<file path="src/rtl/epc_pkg.sv">
package epc_pkg;
  // register byte offsets inside the slave window
  localparam int ADDR_W = 8;
  localparam logic [ADDR_W-1:0] OFF_FLAGS = 8'h00;
  localparam logic [ADDR_W-1:0] OFF_MASK_UP = 8'h04;
  localparam logic [ADDR_W-1:0] OFF_MASK_LO = 8'h08;
  localparam logic [ADDR_W-1:0] OFF_CTRL = 8'h0c;
  localparam logic [ADDR_W-1:0] OFF_SENSE = 8'h10;
  localparam logic [ADDR_W-1:0] OFF_IRQ_MASK = 8'h14;
  // register width and reset value
  localparam int RW = 8;
  localparam logic [RW-1:0] REG_RST = 8'h00;
  // flag and enable bit positions, shared by flags, control and irq mask
  localparam int BIT_B = 7;
  localparam int BIT_A = 6;
  localparam int BIT_C = 5;
  localparam int BIT_PU = 4;
  localparam int BIT_PL = 3;
  localparam int NSRC = 5;
  localparam logic [RW-1:0] FLAG_BITS = 8'hf8;
  // sense control layout
  localparam int SNS_A_LO = 0;
  localparam int SNS_A_HI = 1;
  localparam int SNS_B_LO = 2;
  localparam int SNS_B_HI = 3;
  localparam int SNS_C_EDGE = 4;
  localparam logic [RW-1:0] SENSE_BITS = 8'h1f;
  // sampled pin vector layout
  localparam int NPIN = 19;
  localparam int PIN_A = 16;
  localparam int PIN_B = 17;
  localparam int PIN_C = 18;
  localparam int PC_UP_HI = 15;
  localparam int PC_UP_LO = 8;
  localparam int PC_LO_HI = 7;
  // bus encodings
  localparam logic [1:0] HTRANS_NONSEQ = 2'h2;
  localparam logic [2:0] HSIZE_WORD = 3'h2;
  localparam logic [23:0] RDATA_PAD = 24'h000000;
  // bus front end states
  typedef enum logic [1:0] {BUS_IDLE, BUS_WRITE, BUS_RDWAIT} epc_bus_state_t;
endpackage : epc_pkg

</file>
<file path="src/rtl/epc_if.sv">
`timescale 1ns/10ps
`default_nettype none
// sampled pin levels and edges toward the flag logic
interface epc_pin_if import epc_pkg::*; ();
  logic [NPIN-1:0] level;
  logic [NPIN-1:0] rise;
  logic [NPIN-1:0] fall;
  modport src(output level, output rise, output fall);
  modport dst(input level, input rise, input fall);
endinterface : epc_pin_if

// register access strobes from the bus front end
interface epc_reg_if import epc_pkg::*; ();
  logic wr;
  logic [ADDR_W-1:0] waddr;
  logic [RW-1:0] wdata;
  logic [ADDR_W-1:0] raddr;
  logic [RW-1:0] rdata;
  modport bus(output wr, output waddr, output wdata, output raddr, input rdata);
  modport regs(input wr, input waddr, input wdata, input raddr, output rdata);
endinterface : epc_reg_if
`default_nettype wire

</file>
<file path="src/rtl/epc_sense.sv">
`timescale 1ns/10ps
`default_nettype none
module epc_sense
  import epc_pkg::*;
(
  input wire logic hclk,
  input wire logic hresetn,
  input wire logic [epc_pkg::NPIN-1:0] pin_raw,
  input wire logic pin_c_buffer_off,
  epc_pin_if.src p
);
  import epc_pkg::*;
  logic [NPIN-1:0] s1_r; // first stage, read only by s2_r
  logic [NPIN-1:0] s2_r; // second stage
  logic [NPIN-1:0] prev_r; // last gated level for edge detect
  logic [NPIN-1:0] gated; // level after input buffer gating
  logic [NPIN-1:0] buf_mask; // clears pin c while its buffer is off

  //////////////////////////////////////////////////////////////////////
  // a disabled buffer reads as low, which can look like a falling edge
  assign buf_mask = {pin_c_buffer_off, {(NPIN-1){1'b0}}};
  assign gated = s2_r & ~buf_mask;
  assign p.level = gated;
  assign p.rise = gated & ~prev_r;
  assign p.fall = ~gated & prev_r;

  //////////////////////////////////////////////////////////////////////
  // two stage synchroniser plus history stage
  always_ff @(posedge hclk or negedge hresetn)
  begin
    if (!hresetn)
    begin
      s1_r <= '0;
      s2_r <= '0;
      prev_r <= '0;
    end
    else
    begin
      s1_r <= pin_raw;
      s2_r <= s1_r;
      prev_r <= gated;
    end
  end
endmodule : epc_sense
`default_nettype wire

</file>
<file path="src/rtl/epc_bus.sv">
`timescale 1ns/10ps
`default_nettype none
module epc_bus
  import epc_pkg::*;
(
  input wire logic hclk,
  input wire logic hresetn,
  input wire logic hsel,
  input wire logic [31:0] haddr,
  input wire logic [1:0] htrans,
  input wire logic hwrite,
  input wire logic [2:0] hsize,
  input wire logic [31:0] hwdata,
  input wire logic hready,
  output var logic hreadyout,
  output var logic hresp,
  output var logic [31:0] hrdata,
  epc_reg_if.bus r
);
  import epc_pkg::*;
  epc_bus_state_t state_r; // data phase kind
  logic [ADDR_W-1:0] addr_r; // captured address phase
  logic take; // valid word transfer in address phase

  //////////////////////////////////////////////////////////////////////
  // address phase qualification and register strobes
  assign take = hsel & hready & (htrans == HTRANS_NONSEQ) & (hsize == HSIZE_WORD);
  assign r.wr = (state_r == BUS_WRITE);
  assign r.waddr = addr_r;
  assign r.wdata = hwdata[RW-1:0];
  assign r.raddr = addr_r;

  //////////////////////////////////////////////////////////////////////
  // writes are zero wait, reads take one wait state
  always_ff @(posedge hclk or negedge hresetn)
  begin
    if (!hresetn)
    begin
      state_r <= BUS_IDLE;
      addr_r <= '0;
      hreadyout <= 1'b1;
      hresp <= 1'b0;
      hrdata <= '0;
    end
    else
    begin
      hresp <= 1'b0;
      case (state_r)
        BUS_RDWAIT:
        begin
          // registers already hold any preceding write
          hrdata <= {RDATA_PAD, r.rdata};
          hreadyout <= 1'b1;
          state_r <= BUS_IDLE;
        end
        default:
        begin
          if (take)
          begin
            addr_r <= haddr[ADDR_W-1:0];
            state_r <= hwrite ? BUS_WRITE : BUS_RDWAIT;
            hreadyout <= hwrite;
          end
          else
          begin
            state_r <= BUS_IDLE;
          end
        end
      endcase
    end
  end
endmodule : epc_bus
`default_nettype wire

</file>
<file path="src/rtl/epc_irq_flags.sv">
`timescale 1ns/10ps
`default_nettype none
module epc_irq_flags
  import epc_pkg::*;
(
  input wire logic hclk,
  input wire logic hresetn,
  input wire logic hsel,
  input wire logic [31:0] haddr,
  input wire logic [1:0] htrans,
  input wire logic hwrite,
  input wire logic [2:0] hsize,
  input wire logic [31:0] hwdata,
  input wire logic hready,
  output var logic hreadyout,
  output var logic hresp,
  output var logic [31:0] hrdata,
  input wire logic ext_pin_a,
  input wire logic ext_pin_b,
  input wire logic ext_pin_c,
  input wire logic [7:0] change_inputs_upper,
  input wire logic [7:0] change_inputs_lower,
  input wire logic cpu_global_ie,
  input wire logic compat_mode,
  input wire logic pin_c_buffer_off,
  input wire logic [epc_pkg::NSRC-1:0] vec_ack,
  output var logic [epc_pkg::NSRC-1:0] vec_req,
  output var logic irq
);
  import epc_pkg::*;

  //////////////////////////////////////////////////////////////////////
  // sense decode for pins a and b: any change, fall, rise, or level
  function automatic logic sense_hit(input logic hi, input logic lo,
                                     input logic rse, input logic fll);
    logic hit;
    hit = 1'b0;
    case ({hi, lo})
      2'b01: hit = rse | fll; // any logical change
      2'b10: hit = fll; // falling edge
      2'b11: hit = rse; // rising edge
      default: hit = 1'b0; // low level: no flag
    endcase
    return hit;
  endfunction : sense_hit

  //////////////////////////////////////////////////////////////////////
  // declarations
  epc_pin_if pins (); // synchronised levels and edges
  epc_reg_if regs (); // register strobes
  logic [RW-1:0] flags_r; // ext_irq_flags
  logic [RW-1:0] flags_nxt;
  logic [RW-1:0] mask_up_r; // pin_change_mask_upper
  logic [RW-1:0] mask_lo_r; // pin_change_mask_lower
  logic [RW-1:0] ctrl_r; // irq_control_register enables
  logic [RW-1:0] sense_r; // sense selects for pins a, b, c
  logic [RW-1:0] irq_mask_r; // gates flags onto irq
  logic wr_flags; // write strobes per register
  logic wr_mask_up;
  logic wr_mask_lo;
  logic wr_ctrl;
  logic wr_sense;
  logic wr_irq_mask;
  logic lvl_a; // pin a in low level mode
  logic lvl_b; // pin b in low level mode
  logic set_a;
  logic set_b;
  logic set_c;
  logic set_pu;
  logic set_pl;
  logic pc_ok; // pin change logic available
  logic [NSRC-1:0] set_vec; // set requests, flag order
  logic [NSRC-1:0] clr_vec; // clear requests, flag order
  logic [NSRC-1:0] hold_zero; // flags forced low
  logic [NSRC-1:0] src_pend; // pending sources
  logic [NSRC-1:0] src_en; // enabled sources
  logic [NSRC-1:0] w1c; // written ones to the flags

  //////////////////////////////////////////////////////////////////////
  // pin synchroniser and edge detector
  epc_sense u_sense (
    .hclk(hclk),
    .hresetn(hresetn),
    .pin_raw({ext_pin_c, ext_pin_b, ext_pin_a, change_inputs_upper, change_inputs_lower}),
    .pin_c_buffer_off(pin_c_buffer_off),
    .p(pins.src)
  );

  //////////////////////////////////////////////////////////////////////
  // bus front end
  // writes land with no wait, reads insert one wait state
  // hready comes back from outside, tied to hreadyout on a single slave bus
  epc_bus u_bus (
    .hclk(hclk),
    .hresetn(hresetn),
    .hsel(hsel),
    .haddr(haddr),
    .htrans(htrans),
    .hwrite(hwrite),
    .hsize(hsize),
    .hwdata(hwdata),
    .hready(hready),
    .hreadyout(hreadyout),
    .hresp(hresp),
    .hrdata(hrdata),
    .r(regs.bus)
  );

  //////////////////////////////////////////////////////////////////////
  // write decode
  // only the data phase of a write raises these strobes
  assign wr_flags = regs.wr & (regs.waddr == OFF_FLAGS);
  assign wr_mask_up = regs.wr & (regs.waddr == OFF_MASK_UP);
  assign wr_mask_lo = regs.wr & (regs.waddr == OFF_MASK_LO);
  assign wr_ctrl = regs.wr & (regs.waddr == OFF_CTRL);
  assign wr_sense = regs.wr & (regs.waddr == OFF_SENSE);
  assign wr_irq_mask = regs.wr & (regs.waddr == OFF_IRQ_MASK);

  //////////////////////////////////////////////////////////////////////
  // read mux, unmapped offsets read zero
  // the bus captures this in the wait cycle after the address phase
  assign regs.rdata = (regs.raddr == OFF_FLAGS) ? flags_r :
                      (regs.raddr == OFF_MASK_UP) ? mask_up_r :
                      (regs.raddr == OFF_MASK_LO) ? mask_lo_r :
                      (regs.raddr == OFF_CTRL) ? ctrl_r :
                      (regs.raddr == OFF_SENSE) ? sense_r :
                      (regs.raddr == OFF_IRQ_MASK) ? irq_mask_r : REG_RST;

  //////////////////////////////////////////////////////////////////////
  // event detection
  // both sense bits zero means low level mode
  assign lvl_a = ~sense_r[SNS_A_HI] & ~sense_r[SNS_A_LO];
  assign lvl_b = ~sense_r[SNS_B_HI] & ~sense_r[SNS_B_LO];
  assign set_b = sense_hit(sense_r[SNS_B_HI], sense_r[SNS_B_LO],
                           pins.rise[PIN_B], pins.fall[PIN_B]);
  assign set_a = sense_hit(sense_r[SNS_A_HI], sense_r[SNS_A_LO],
                           pins.rise[PIN_A], pins.fall[PIN_A]);
  // an edge made by the buffer gating counts as a real one
  assign set_c = sense_r[SNS_C_EDGE] ? pins.rise[PIN_C] : pins.fall[PIN_C];
  // pin change detection is absent in compatibility mode
  assign pc_ok = ~compat_mode;
  // a change is either edge; the mask picks the pins that count
  assign set_pu = pc_ok & ctrl_r[BIT_PU] & (|((pins.rise[PC_UP_HI:PC_UP_LO]
                  | pins.fall[PC_UP_HI:PC_UP_LO]) & mask_up_r));
  assign set_pl = pc_ok & ctrl_r[BIT_PL] & (|((pins.rise[PC_LO_HI:0]
                  | pins.fall[PC_LO_HI:0]) & mask_lo_r));
  // gathered in flag order: b, a, c, upper, lower
  assign set_vec = {set_b, set_a, set_c, set_pu, set_pl};

  //////////////////////////////////////////////////////////////////////
  // flag update: set wins over clear, level mode forces zero
  // an event in the cycle of a clear must not be lost, so the set term
  // is or-ed in after the clear mask is applied
  assign w1c = wr_flags ? regs.wdata[BIT_B:BIT_PL] : '0;
  assign clr_vec = w1c | vec_ack;
  assign hold_zero = {lvl_b, lvl_a, 3'b000};
  assign flags_nxt = {(set_vec | (flags_r[BIT_B:BIT_PL] & ~clr_vec)) & ~hold_zero,
                      3'b000};

  //////////////////////////////////////////////////////////////////////
  // vector requests: flag or held low level, gated by enable and global bit
  // a level source requests while its pin stays low, with no flag behind it,
  // so the core sees it again after its handler if the pin is still low
  assign src_pend = flags_r[BIT_B:BIT_PL] | {lvl_b & ~pins.level[PIN_B],
                    lvl_a & ~pins.level[PIN_A], 3'b000};
  assign src_en = ctrl_r[BIT_B:BIT_PL] & {NSRC{cpu_global_ie}}
                  & {3'b111, pc_ok, pc_ok};

  //////////////////////////////////////////////////////////////////////
  // flag register
  // one register holds all five flags and the three zero bits
  always_ff @(posedge hclk or negedge hresetn)
  begin
    if (!hresetn)
    begin
      flags_r <= REG_RST;
    end
    else
    begin
      flags_r <= flags_nxt;
    end
  end

  //////////////////////////////////////////////////////////////////////
  // software control registers
  // reserved bits are dropped on write, so they read back zero
  always_ff @(posedge hclk or negedge hresetn)
  begin
    if (!hresetn)
    begin
      mask_up_r <= REG_RST;
      mask_lo_r <= REG_RST;
      ctrl_r <= REG_RST;
      sense_r <= REG_RST;
      irq_mask_r <= REG_RST;
    end
    else
    begin
      if (wr_mask_up)
        mask_up_r <= regs.wdata;
      if (wr_mask_lo)
        mask_lo_r <= regs.wdata;
      if (wr_ctrl)
        ctrl_r <= regs.wdata & FLAG_BITS;
      if (wr_sense)
        sense_r <= regs.wdata & SENSE_BITS;
      if (wr_irq_mask)
        irq_mask_r <= regs.wdata & FLAG_BITS;
    end
  end

  //////////////////////////////////////////////////////////////////////
  // registered outputs toward the core
  // both lag the flags by one cycle, which keeps the outputs glitch free
  always_ff @(posedge hclk or negedge hresetn)
  begin
    if (!hresetn)
    begin
      vec_req <= '0;
      irq <= 1'b0;
    end
    else
    begin
      vec_req <= src_pend & src_en;
      irq <= |(flags_r & irq_mask_r);
    end
  end
endmodule : epc_irq_flags
`default_nettype wire

</file>
<file path="config.mk">
export PLATFORM = sky130hd
export DESIGN_NAME = epc_irq_flags
export DESIGN_NICKNAME = d
export VERILOG_FILES = /design/src/rtl/epc_pkg.sv /design/src/rtl/epc_if.sv /design/src/rtl/epc_sense.sv /design/src/rtl/epc_bus.sv /design/src/rtl/epc_irq_flags.sv
export SDC_FILE = /design/constraint.sdc
export NUM_CORES = 1
export LEC_CHECK = 0
export BUFFER_PORTS_ARGS = -buffer_cell sky130_fd_sc_hd__clkbuf_2
export CELL_PAD_IN_SITES_DETAIL_PLACEMENT = 0
export CELL_PAD_IN_SITES_GLOBAL_PLACEMENT = 1
export CORE_UTILIZATION = 44
export CTS_CLUSTER_DIAMETER = 60
export DETAILED_ROUTE_END_ITERATION = 7
export HOLD_SLACK_MARGIN = 0.05
export PLACE_DENSITY_LB_ADDON = 0.1
export SYNTH_ARGS = -nofsm -noshare
export SYNTH_HDL_FRONTEND = slang
export SYNTH_SLANG_ARGS = --single-unit
</file>
<file path="constraint.sdc">
create_clock -name hclk -period 3.7 [get_ports hclk]
set_input_delay 0.37 -clock hclk [delete_from_list [all_inputs] [get_ports hclk]]
set_output_delay 0.37 -clock hclk [all_outputs]
set_load 0.01 [all_outputs]
</file>
After elaboration in Yosys (flattened, before gate mapping)
Cells that the tools add are included.
{"block": "classes", "div": 0, "n_bitwise": 48, "order_cmp": 0, "n_shift": 0, "n_addsub": 0, "n_reduce_logical": 6, "eq_ne": 15, "mul": 0, "n_mux": 15}
{"operator": "$and A19 B19 Y19", "count": 3}
{"operator": "$not A19 Y19", "count": 3}
{"operator": "$mux W8", "count": 6}
{"operator": "$and A5 B5 Y5", "count": 5}
{"operator": "$and A8 B8 Y8", "count": 3}
{"operator": "$reduce_or A8 Y1", "count": 3}
{"operator": "$and A1 B1 Y1", "count": 17}
{"operator": "$eq A8 B4 Y1 const B", "count": 2}
{"operator": "$eq A8 B5 Y1 const B", "count": 2}
{"operator": "$or A8 B8 Y8", "count": 2}
{"operator": "$or A5 B5 Y5", "count": 3}
{"operator": "$eq A2 B2 Y1 const B", "count": 6}
{"operator": "$not A5 Y5", "count": 2}
{"operator": "$eq A8 B3 Y1 const B", "count": 1}
{"operator": "$logic_not A8 Y1", "count": 1}
{"operator": "$not A1 Y1", "count": 8}
{"operator": "$eq A2 B1 Y1 const B", "count": 3}
{"operator": "$mux W2", "count": 3}
{"operator": "$pmux W1 S3", "count": 2}
{"operator": "$mux W5", "count": 1}
{"operator": "$eq A3 B2 Y1 const B", "count": 1}
{"operator": "$mux W1", "count": 3}
{"operator": "$or A1 B1 Y1", "count": 2}
{"operator": "$reduce_and A2 Y1", "count": 1}
{"operator": "$reduce_bool A2 Y1", "count": 1}
{"block": "word_totals", "latch_bits": 0, "out_inout_bits": 40, "ram_bits": 0, "register_bits": 118, "inputBits": 101, "mem_bits_ro": 0, "n_memories": 0}

Longest topological paths before layout
Gate-level depths: netlist of run 1.
{"block": "depth", "word_depth": 10, "depth_mapped": 6}

Modules after synthesis
Synthesis of run 1 repeated with hierarchy kept, for this count alone.
{"block": "unflattened", "hier_cells": 408, "area_unflattened_um2": 5170.0}
{"module": "epc_irq_flags", "cells_each": 203, "instances": 1, "area_per_inst_um2": 2252.2, "seq_area_each_um2": 1051.0}
{"module": "epc_sense", "cells_each": 115, "instances": 1, "area_per_inst_um2": 1816.7, "seq_area_each_um2": 1426.4}
{"module": "epc_bus", "cells_each": 90, "instances": 1, "area_per_inst_um2": 1101.1, "seq_area_each_um2": 476.7}

Least setup slack after synthesis of run 1
Ideal clock, no wire load.
{"block": "synth_timing", "kind": "reg-to-reg", "from": "register u_bus.addr_r[4], in the netlist u_bus.r.raddr[4]", "to": "register ctrl_r[3]", "synth_period_minus_slack_ns": 1.862, "arrival_time_ns": 1.737, "setup_slack_ns": 1.838, "t_required_ns": 3.575, "setup_ns": 0.125, "stages_incl_launch_ff": 6, "cell_sequence": "dfrtp_1 > or4_4 > nor3_2 > and3_1 > buf_2 > mux2_2"}
{"block": "synth_via", "elab_chain_cells": 2}
{"element": "start, declared", "line": "epc_bus.sv:22", "source": "logic [ADDR_W-1:0] addr_r;"}
{"element": "start signal, assigned", "line": "epc_bus.sv:60", "source": "addr_r <= haddr[ADDR_W-1:0];"}
{"element": "$eq A8 B4 Y1", "line": "epc_irq_flags.sv:115", "source": "assign wr_ctrl = regs.wr & (regs.waddr == OFF_CTRL);"}
{"element": "$and A1 B1 Y1", "line": "epc_irq_flags.sv:115"}
{"element": "end signal, assigned", "line": "epc_irq_flags.sv:204", "source": "ctrl_r <= regs.wdata & FLAG_BITS;"}
{"element": "end, declared", "line": "epc_irq_flags.sv:55", "source": "logic [RW-1:0] ctrl_r;"}
Every way passes these cells.
A chain may end at the register's enable or synchronous reset.

Worst setup path in the final report of run 1
{"block": "layout_timing", "from": "register u_bus.addr_r[4], in the netlist u_bus.r.raddr[4]", "to": "register ctrl_r[6]"}
The elaborated chain is that of the path after synthesis.

==> metrics.yaml, run 1 <==
synthesis.area_sq_um: 4770
fmax_ghz: 0.448
max_slew_margin_pct: 37.4
post-route-period-util_pct: 60.3
crit_start: "u_bus.r.raddr[4]"
core_sq_um: 10400
final_cell_mix: "dfrtp_1, clkbuf_2, mux2_2"
ys_types: 47
power_density_nw_per_um2: 533
cts_max_level: 4
ys_ff_latch: 118
antenna_found_initial: 0
numCtsBuffers: 17
cts_sinks: 118
whs_ns: 0.0918
place.gp.congestion: 0.795
initialDrtViolationCount: 113
clk_pin_slew_ns: 0.06
die-area_sq_um: 11300
setup_viol: 0
rsz0062_at_grt: "false"
setup_ws_ns: 1.47
cp_slowest_cell: "or4_4"
status: "finished, final reports clean"
crit_path_max_fanout: 14
synth_top_flop_cell: "dfrtp_1"
tritoncts: "built"
syn_inst: 356
via_per_inst: 4.91
grt_usage_pct: 18.6
root_buffer: "clkbuf_8"
crit_buf_inv: 0
ys_warn_count: 0
stdcell_area_sq_um: 5950
skew_ns: 0.00426
grt_pass1_vias: 3091
dp_hpwl_um: 6550
finalPower_mw: 3.17
yosysSeqAreaShare_pct: 61.9
period_needed_ns: 2.23
wl_per_cell_um: 15.5
worstSetupPathType: "register to register"
critPathMaxStageDelay_ns: 0.65
tns_ns: 0
num-nets-final: 565
num-fill-cells: 888
synth_edf_count: 0
worstPathArrival_ns: 2.62
post_cts_buffers: 0
io_pins: 141
drt_wl_total_um: 9420
fp.dieH_um: 106
min_path_type: "input pin to register"
final_antenna_net_count: 0
hold_start: "haddr[5]"
drv_slew: 0
endpoint_kind: "register"
die_w_um: 106
final_common_cell: "dfrtp_1"
port_buffers: 67
grt-ovfl-total: 0
final_cells: 609
initial_core_util_pct: 45.8
via_count: 2991
dp_cells: 555
crit_path_start_kind: "register"
crit_required_ns: 4.09
final_util_pct: 57.1
pre_cts_slack_ns: 1.47
postPlaceCellArea_sq_um: 5180
crit_chain: "or4_4, nor3_2, and3_1, mux2_2"
worstReg2RegStart: "u_bus.r.raddr[4]"
clock_path_buffers: 2
grt_pass1_wl_um: 15600
syn2layout_area_growth_pct: 24.7
cpLargestDelayFamily: "simple AND/OR/NAND/NOR gates"
layout-drive-gt1-share_pct: 33.0
drc: 0
async_flop_share_pct: 100
rows: 37
vdd_drop_max_mv: 0.415
cap_violations: 0
diodes: 0
synth.avg_cell_area_sq_um: 13.4
clk_latency_ns: 0.51
finalHoldViolations: 0
grt_start_max_net_pins: 76
p_leak_nw: 2.89
tightest_slew_ns: 0.939
first_pass_iters: 4
==> kinds of logic after synthesis <==
kind of cell / count (synthesis) / synth area share (%)
AO/OA/AOI/OAI: 50 / 7.52
XOR/XNOR: 16 / 2.94
adder cells (fa/ha/maj): 4 / 1.05
buffers and inverters: 39 / 5.09
flip-flops: 118 / 61.9
multiplexers: 49 / 11.4
other: 1 / 0.0786
AND/OR/NAND/NOR: 79 / 10.1
==> synth_stat cells, drive strengths merged (2+ instances only) <==
cell | number | area share (%)
nor4 | 3 | 1.0
o21ai | 2 | 0.21
dfrtp | 117 | 61
a31o | 2 | 0.37
nand2b | 10 | 1.3
o22ai | 8 | 1.0
a221o | 3 | 0.63
nor2b | 8 | 1.0
a32o | 3 | 0.63
a21oi | 12 | 1.3
ha | 4 | 1.0
nor2 | 11 | 0.92
mux2 | 42 | 9.9
a211o | 2 | 0.37
nand3 | 2 | 0.31
a2bb2oi | 2 | 0.37
nand2 | 18 | 1.4
mux2i | 7 | 1.5
inv | 7 | 0.55
nand4 | 2 | 0.26
buf | 28 | 4.2
a22oi | 13 | 2.0
clkbuf | 4 | 0.31
nor3 | 6 | 0.73
xor2 | 16 | 2.9
or2 | 2 | 0.26
and3 | 9 | 1.2
==> registers in the layout, indices dropped and copies added, names as in the netlist, 8 cells and up <==
| signal | cells |
|---|---|
| u_sense.s2_r | 19 |
| u_bus.hrdata | 8 |
| u_sense.s1_r | 19 |
| mask_up_r | 8 |
| u_sense.prev_r | 19 |
| mask_lo_r | 8 |
| u_bus.r.raddr | 8 |
==> final timing paths <==
kind	endpoint	slack, ns	depth (start not counted)
hold reg to reg	u_sense.s2_r[4]	0.35	0
hold / removal	u_bus.r.raddr[5]	0.09	2
setup reg to reg	ctrl_r[6]	1.47	4
max in group asynchronous	u_sense.prev_r[6]	2.30	3
min in group asynchronous	u_bus.state_r[1]	0.56	2
setup / recovery	ctrl_r[6]	1.47	4
==> final cells by class <==
type	instances	area [sq um]	area share, %
Sequential cell	118	2950	49.6
Multi-Input combinational cell	223	1670	28.0
Timing Repair Buffer	93	588	9.88
Tap cell	136	170	2.86
Clock buffer	18	418	7.02
Clock inverter	14	128	2.14
Inverter	7	26.3	0.442
==> timing repair <==
| item | 4_1_cts | 5_1_grt |
|---|---|---|
| endpoints found under the setup margin | 0 | 0 |
| endpoints found under the hold margin | 93 | 0 |
| resized for setup | 0 | 0 |
| hold buffers | 22 | 0 |
==> routing by layer <==
metal  wire (um)  track usage (%)
met5           0                0
met3         371             4.78
met2        4490             30.0
met1        4410             23.9
met4         144             7.54
==> power by group <==
group          switching, mW  total [mW]  internal [mW]
clock                  0.588        1.48          0.893
sequential            0.0505        1.41           1.36
combinational          0.156       0.286          0.130
Note: power is estimated with default switching activity, not from simulation.
==> run 2: changes to the inputs <==
Settings changed: ABC_AREA from default to 1, CORE_UTILIZATION 44 to 35.
Clock period 3.7 ns to 2 ns, I/O delays scaled along.
==> metrics.yaml, run 2 <==
status: "finished, final reports clean"
crit_start: "u_bus.r.raddr[2]"
crit_required_ns: 2.29  # -1.80 ns
hold_start: "hwdata[3]"
place.gp.congestion: 0.852  # +7.2%
path_common_cell: "nand2_1"
finalHoldViolations: 0  # unchanged
crit_path_max_fanout: 5  # -9
antenna_found_initial: 0  # unchanged
dp_hpwl_um: 7760  # +18%
drt_wl_total_um: 10800  # +15%
post-route-period-util_pct: 76.0  # +16 points
grt_start_max_net_pins: 65  # -14%
p_leak_nw: 3.30  # +14%
grt_pass1_wl_um: 17800  # +14%
ys_ff_latch: 118  # unchanged
diodes: 0  # unchanged
fmax_ghz: 0.658  # +47%
netlist_top_cells_count: "nand2_1, dfrtp_1, inv_1"
endpoint_kind: "register"
first_pass_iters: 4  # unchanged
initial_core_util_pct: 36.5  # -9.4 points
yosysTopAreaCellShare_pct: 59.5  # -1.9 points
ys_warn_count: 0  # unchanged
core_sq_um: 13500  # +30%
top_regs: "u_sense.prev_r x19, u_sense.s1_r x19, u_sense.s2_r x19"
reg2reg_depth: 8  # +4
whs_ns: 0.0890  # -0.00284 ns
reg2reg_to: "flags_r[7]"
syn_inst: 501  # +41%
setup_viol: 0  # unchanged
tns_ns: 0  # unchanged
num-nets-final: 728  # +29%
skew_ns: 0.00925  # +0.00500 ns
final_antenna_net_count: 0  # unchanged
via_count: 3585  # +20%
power_density_nw_per_um2: 935  # +75%
crit_path_start_kind: "register"
grt_pass1_vias: 3527  # +14%
synth_most_common_cell: "nand2_1"
synthTopCellsByArea: "dfrtp_1, nand2_1, buf_4"
worstReg2RegStart: "u_bus.r.raddr[2]"
final_cell_mix: "nand2_1, dfrtp_1, clkbuf_2"
period_needed_ns: 1.52  # -0.712 ns
cts_max_level: 4  # unchanged
holdPathEnd: "flags_r[3]"
rsz0062_at_grt: "false"
die_w_um: 121  # +14%
port_buffers: 67  # unchanged
grt_usage_pct: 16.7  # -1.9 points
clk_pin_slew_ns: 0.05  # about the same
synth_top_flop_cell: "dfrtp_1"
syn2layout_area_growth_pct: 28.8
fp.dieH_um: 121  # +14%
drc: 0  # unchanged
numCtsBuffers: 17  # unchanged
die-area_sq_um: 14500  # +29%
ys_types: 34  # -28%
clk_latency_ns: 0.42  # -0.09 ns
yosysSeqAreaShare_pct: 60.0  # -1.9 points
root_buffer: "clkbuf_16"
cp_slowest_cell: "dfrtp_1"
via_per_inst: 4.43  # -9.9%
rows: 42  # +14%
worstSetupPathType: "register to register"
final_common_cell: "nand2_1"
layout-drive-gt1-share_pct: 24.3  # -8.7 points
cap_violations: 0  # unchanged
crit_chain: "nor2_1, nand2_2, inv_1, nand2_1, nor2_2, nand2_1, nand3b_1, a21oi_1"
io_pins: 141  # unchanged
synthesis.area_sq_um: 4920  # +3.2%
min_path_cells: 4  # +2
wl_per_cell_um: 13.4  # -13%
async_flop_share_pct: 100  # unchanged
cts_sinks: 118  # unchanged
grt-ovfl-total: 0  # unchanged
worstPathArrival_ns: 1.81  # -0.81 ns
tritoncts: "built"
synth_area_leader_cell: "dfrtp_1"
regToRegSetupSlack_ns: 0.48  # -0.99 ns
synth.avg_cell_area_sq_um: 9.83  # -27%
vdd_drop_max_mv: 0.532  # +28%
critPathMaxStageDelay_ns: 0.44  # -0.21 ns
drv_slew: 0  # unchanged
synth_edf_count: 0  # unchanged
clock_path_buffers: 2  # unchanged
min_path_type: "input pin to register"
initialDrtViolationCount: 165  # +46%
## run 2: critical path: cells and delay by family, from the launching register on
kind	cells	cell delay, ns
AND/OR/NAND/NOR	6	0.78
flip-flops	1	0.44
buffers and inverters	1	0.13
AO/OA/AOI/OAI	1	0.06
## run 2: repair_timing
| action | 4_1_cts | 5_1_grt |
|---|---|---|
| hold buffers | 38 | 0 |
| setup buffers | 0 | 0 |
| endpoints found under the setup margin | 0 | 0 |
| hold endpoints to repair | 154 | 0 |
| resized for setup | 0 | 0 |
## run 2: cell type report
cell class | instances | area [sq um]
sequential | 118 | 2950
multi-input combinational | 324 | 1620
clock buffer | 21 | 470
fill | 1302 | 7160
tap | 176 | 220
clock inverter | 9 | 103
inverter | 55 | 219
timing repair buffer | 107 | 758
## run 2: worst max-delay path by stage
stage / to / cells after the start
finish: flags_r[7] / 8
global route: flags_r[4] / 8
CTS: flags_r[7] / 8
detailed placement: flags_r[7] / 8
global placement: flags_r[7] / 8
floorplan: mask_lo_r[6] / 9
## run 2: cell families (layout without fill, tap and decap cells)
| group | Yosys count | after routing | synth area share, % |
|---|---|---|---|
| other | 1 | 25 | 0.0761 |
| AND/OR/NAND/NOR | 228 | 228 | 21.6 |
| AO/OA/AOI/OAI | 67 | 67 | 8.41 |
| buffers and inverters | 83 | 192 | 8.94 |
| flip-flops | 118 | 118 | 60.0 |
| adder cells (fa/ha/maj) | 4 | 4 | 1.02 |
## run 2: where the power goes
part           internal, mW  total (mW)  switching, mW
Combinational         0.183       0.417          0.234
Sequential             2.51        2.59         0.0743
Clock                  1.90        2.93           1.03
## run 2: routing by layer
layer | up-vias | GRT usage, % | part of all wire (%)
met5 | - | 0 | 0
met3 | 17 | 4.29 | 4.3
li1 | 1795 | - | -
met2 | 81 | 26.7 | 47
met4 | 0 | 8.10 | 1.8
met1 | 1692 | 21.1 | 46
## run 2: metrics by stage
step                      instance area (sq um)  total power, mW  std cells  utilization (%)  worst slack, ns
final                                      6340             5.93        810             47.0            0.481
after global routing                       6340             6.19        810             47.0            0.314
after CTS                                  6340             6.02        810             47.0            0.448
after detailed placement                   5390             2.99        742             39.9            0.473
after global placement                     5390             2.98        742             39.9            0.483
after floorplan                            5010             2.84        525                -            0.729
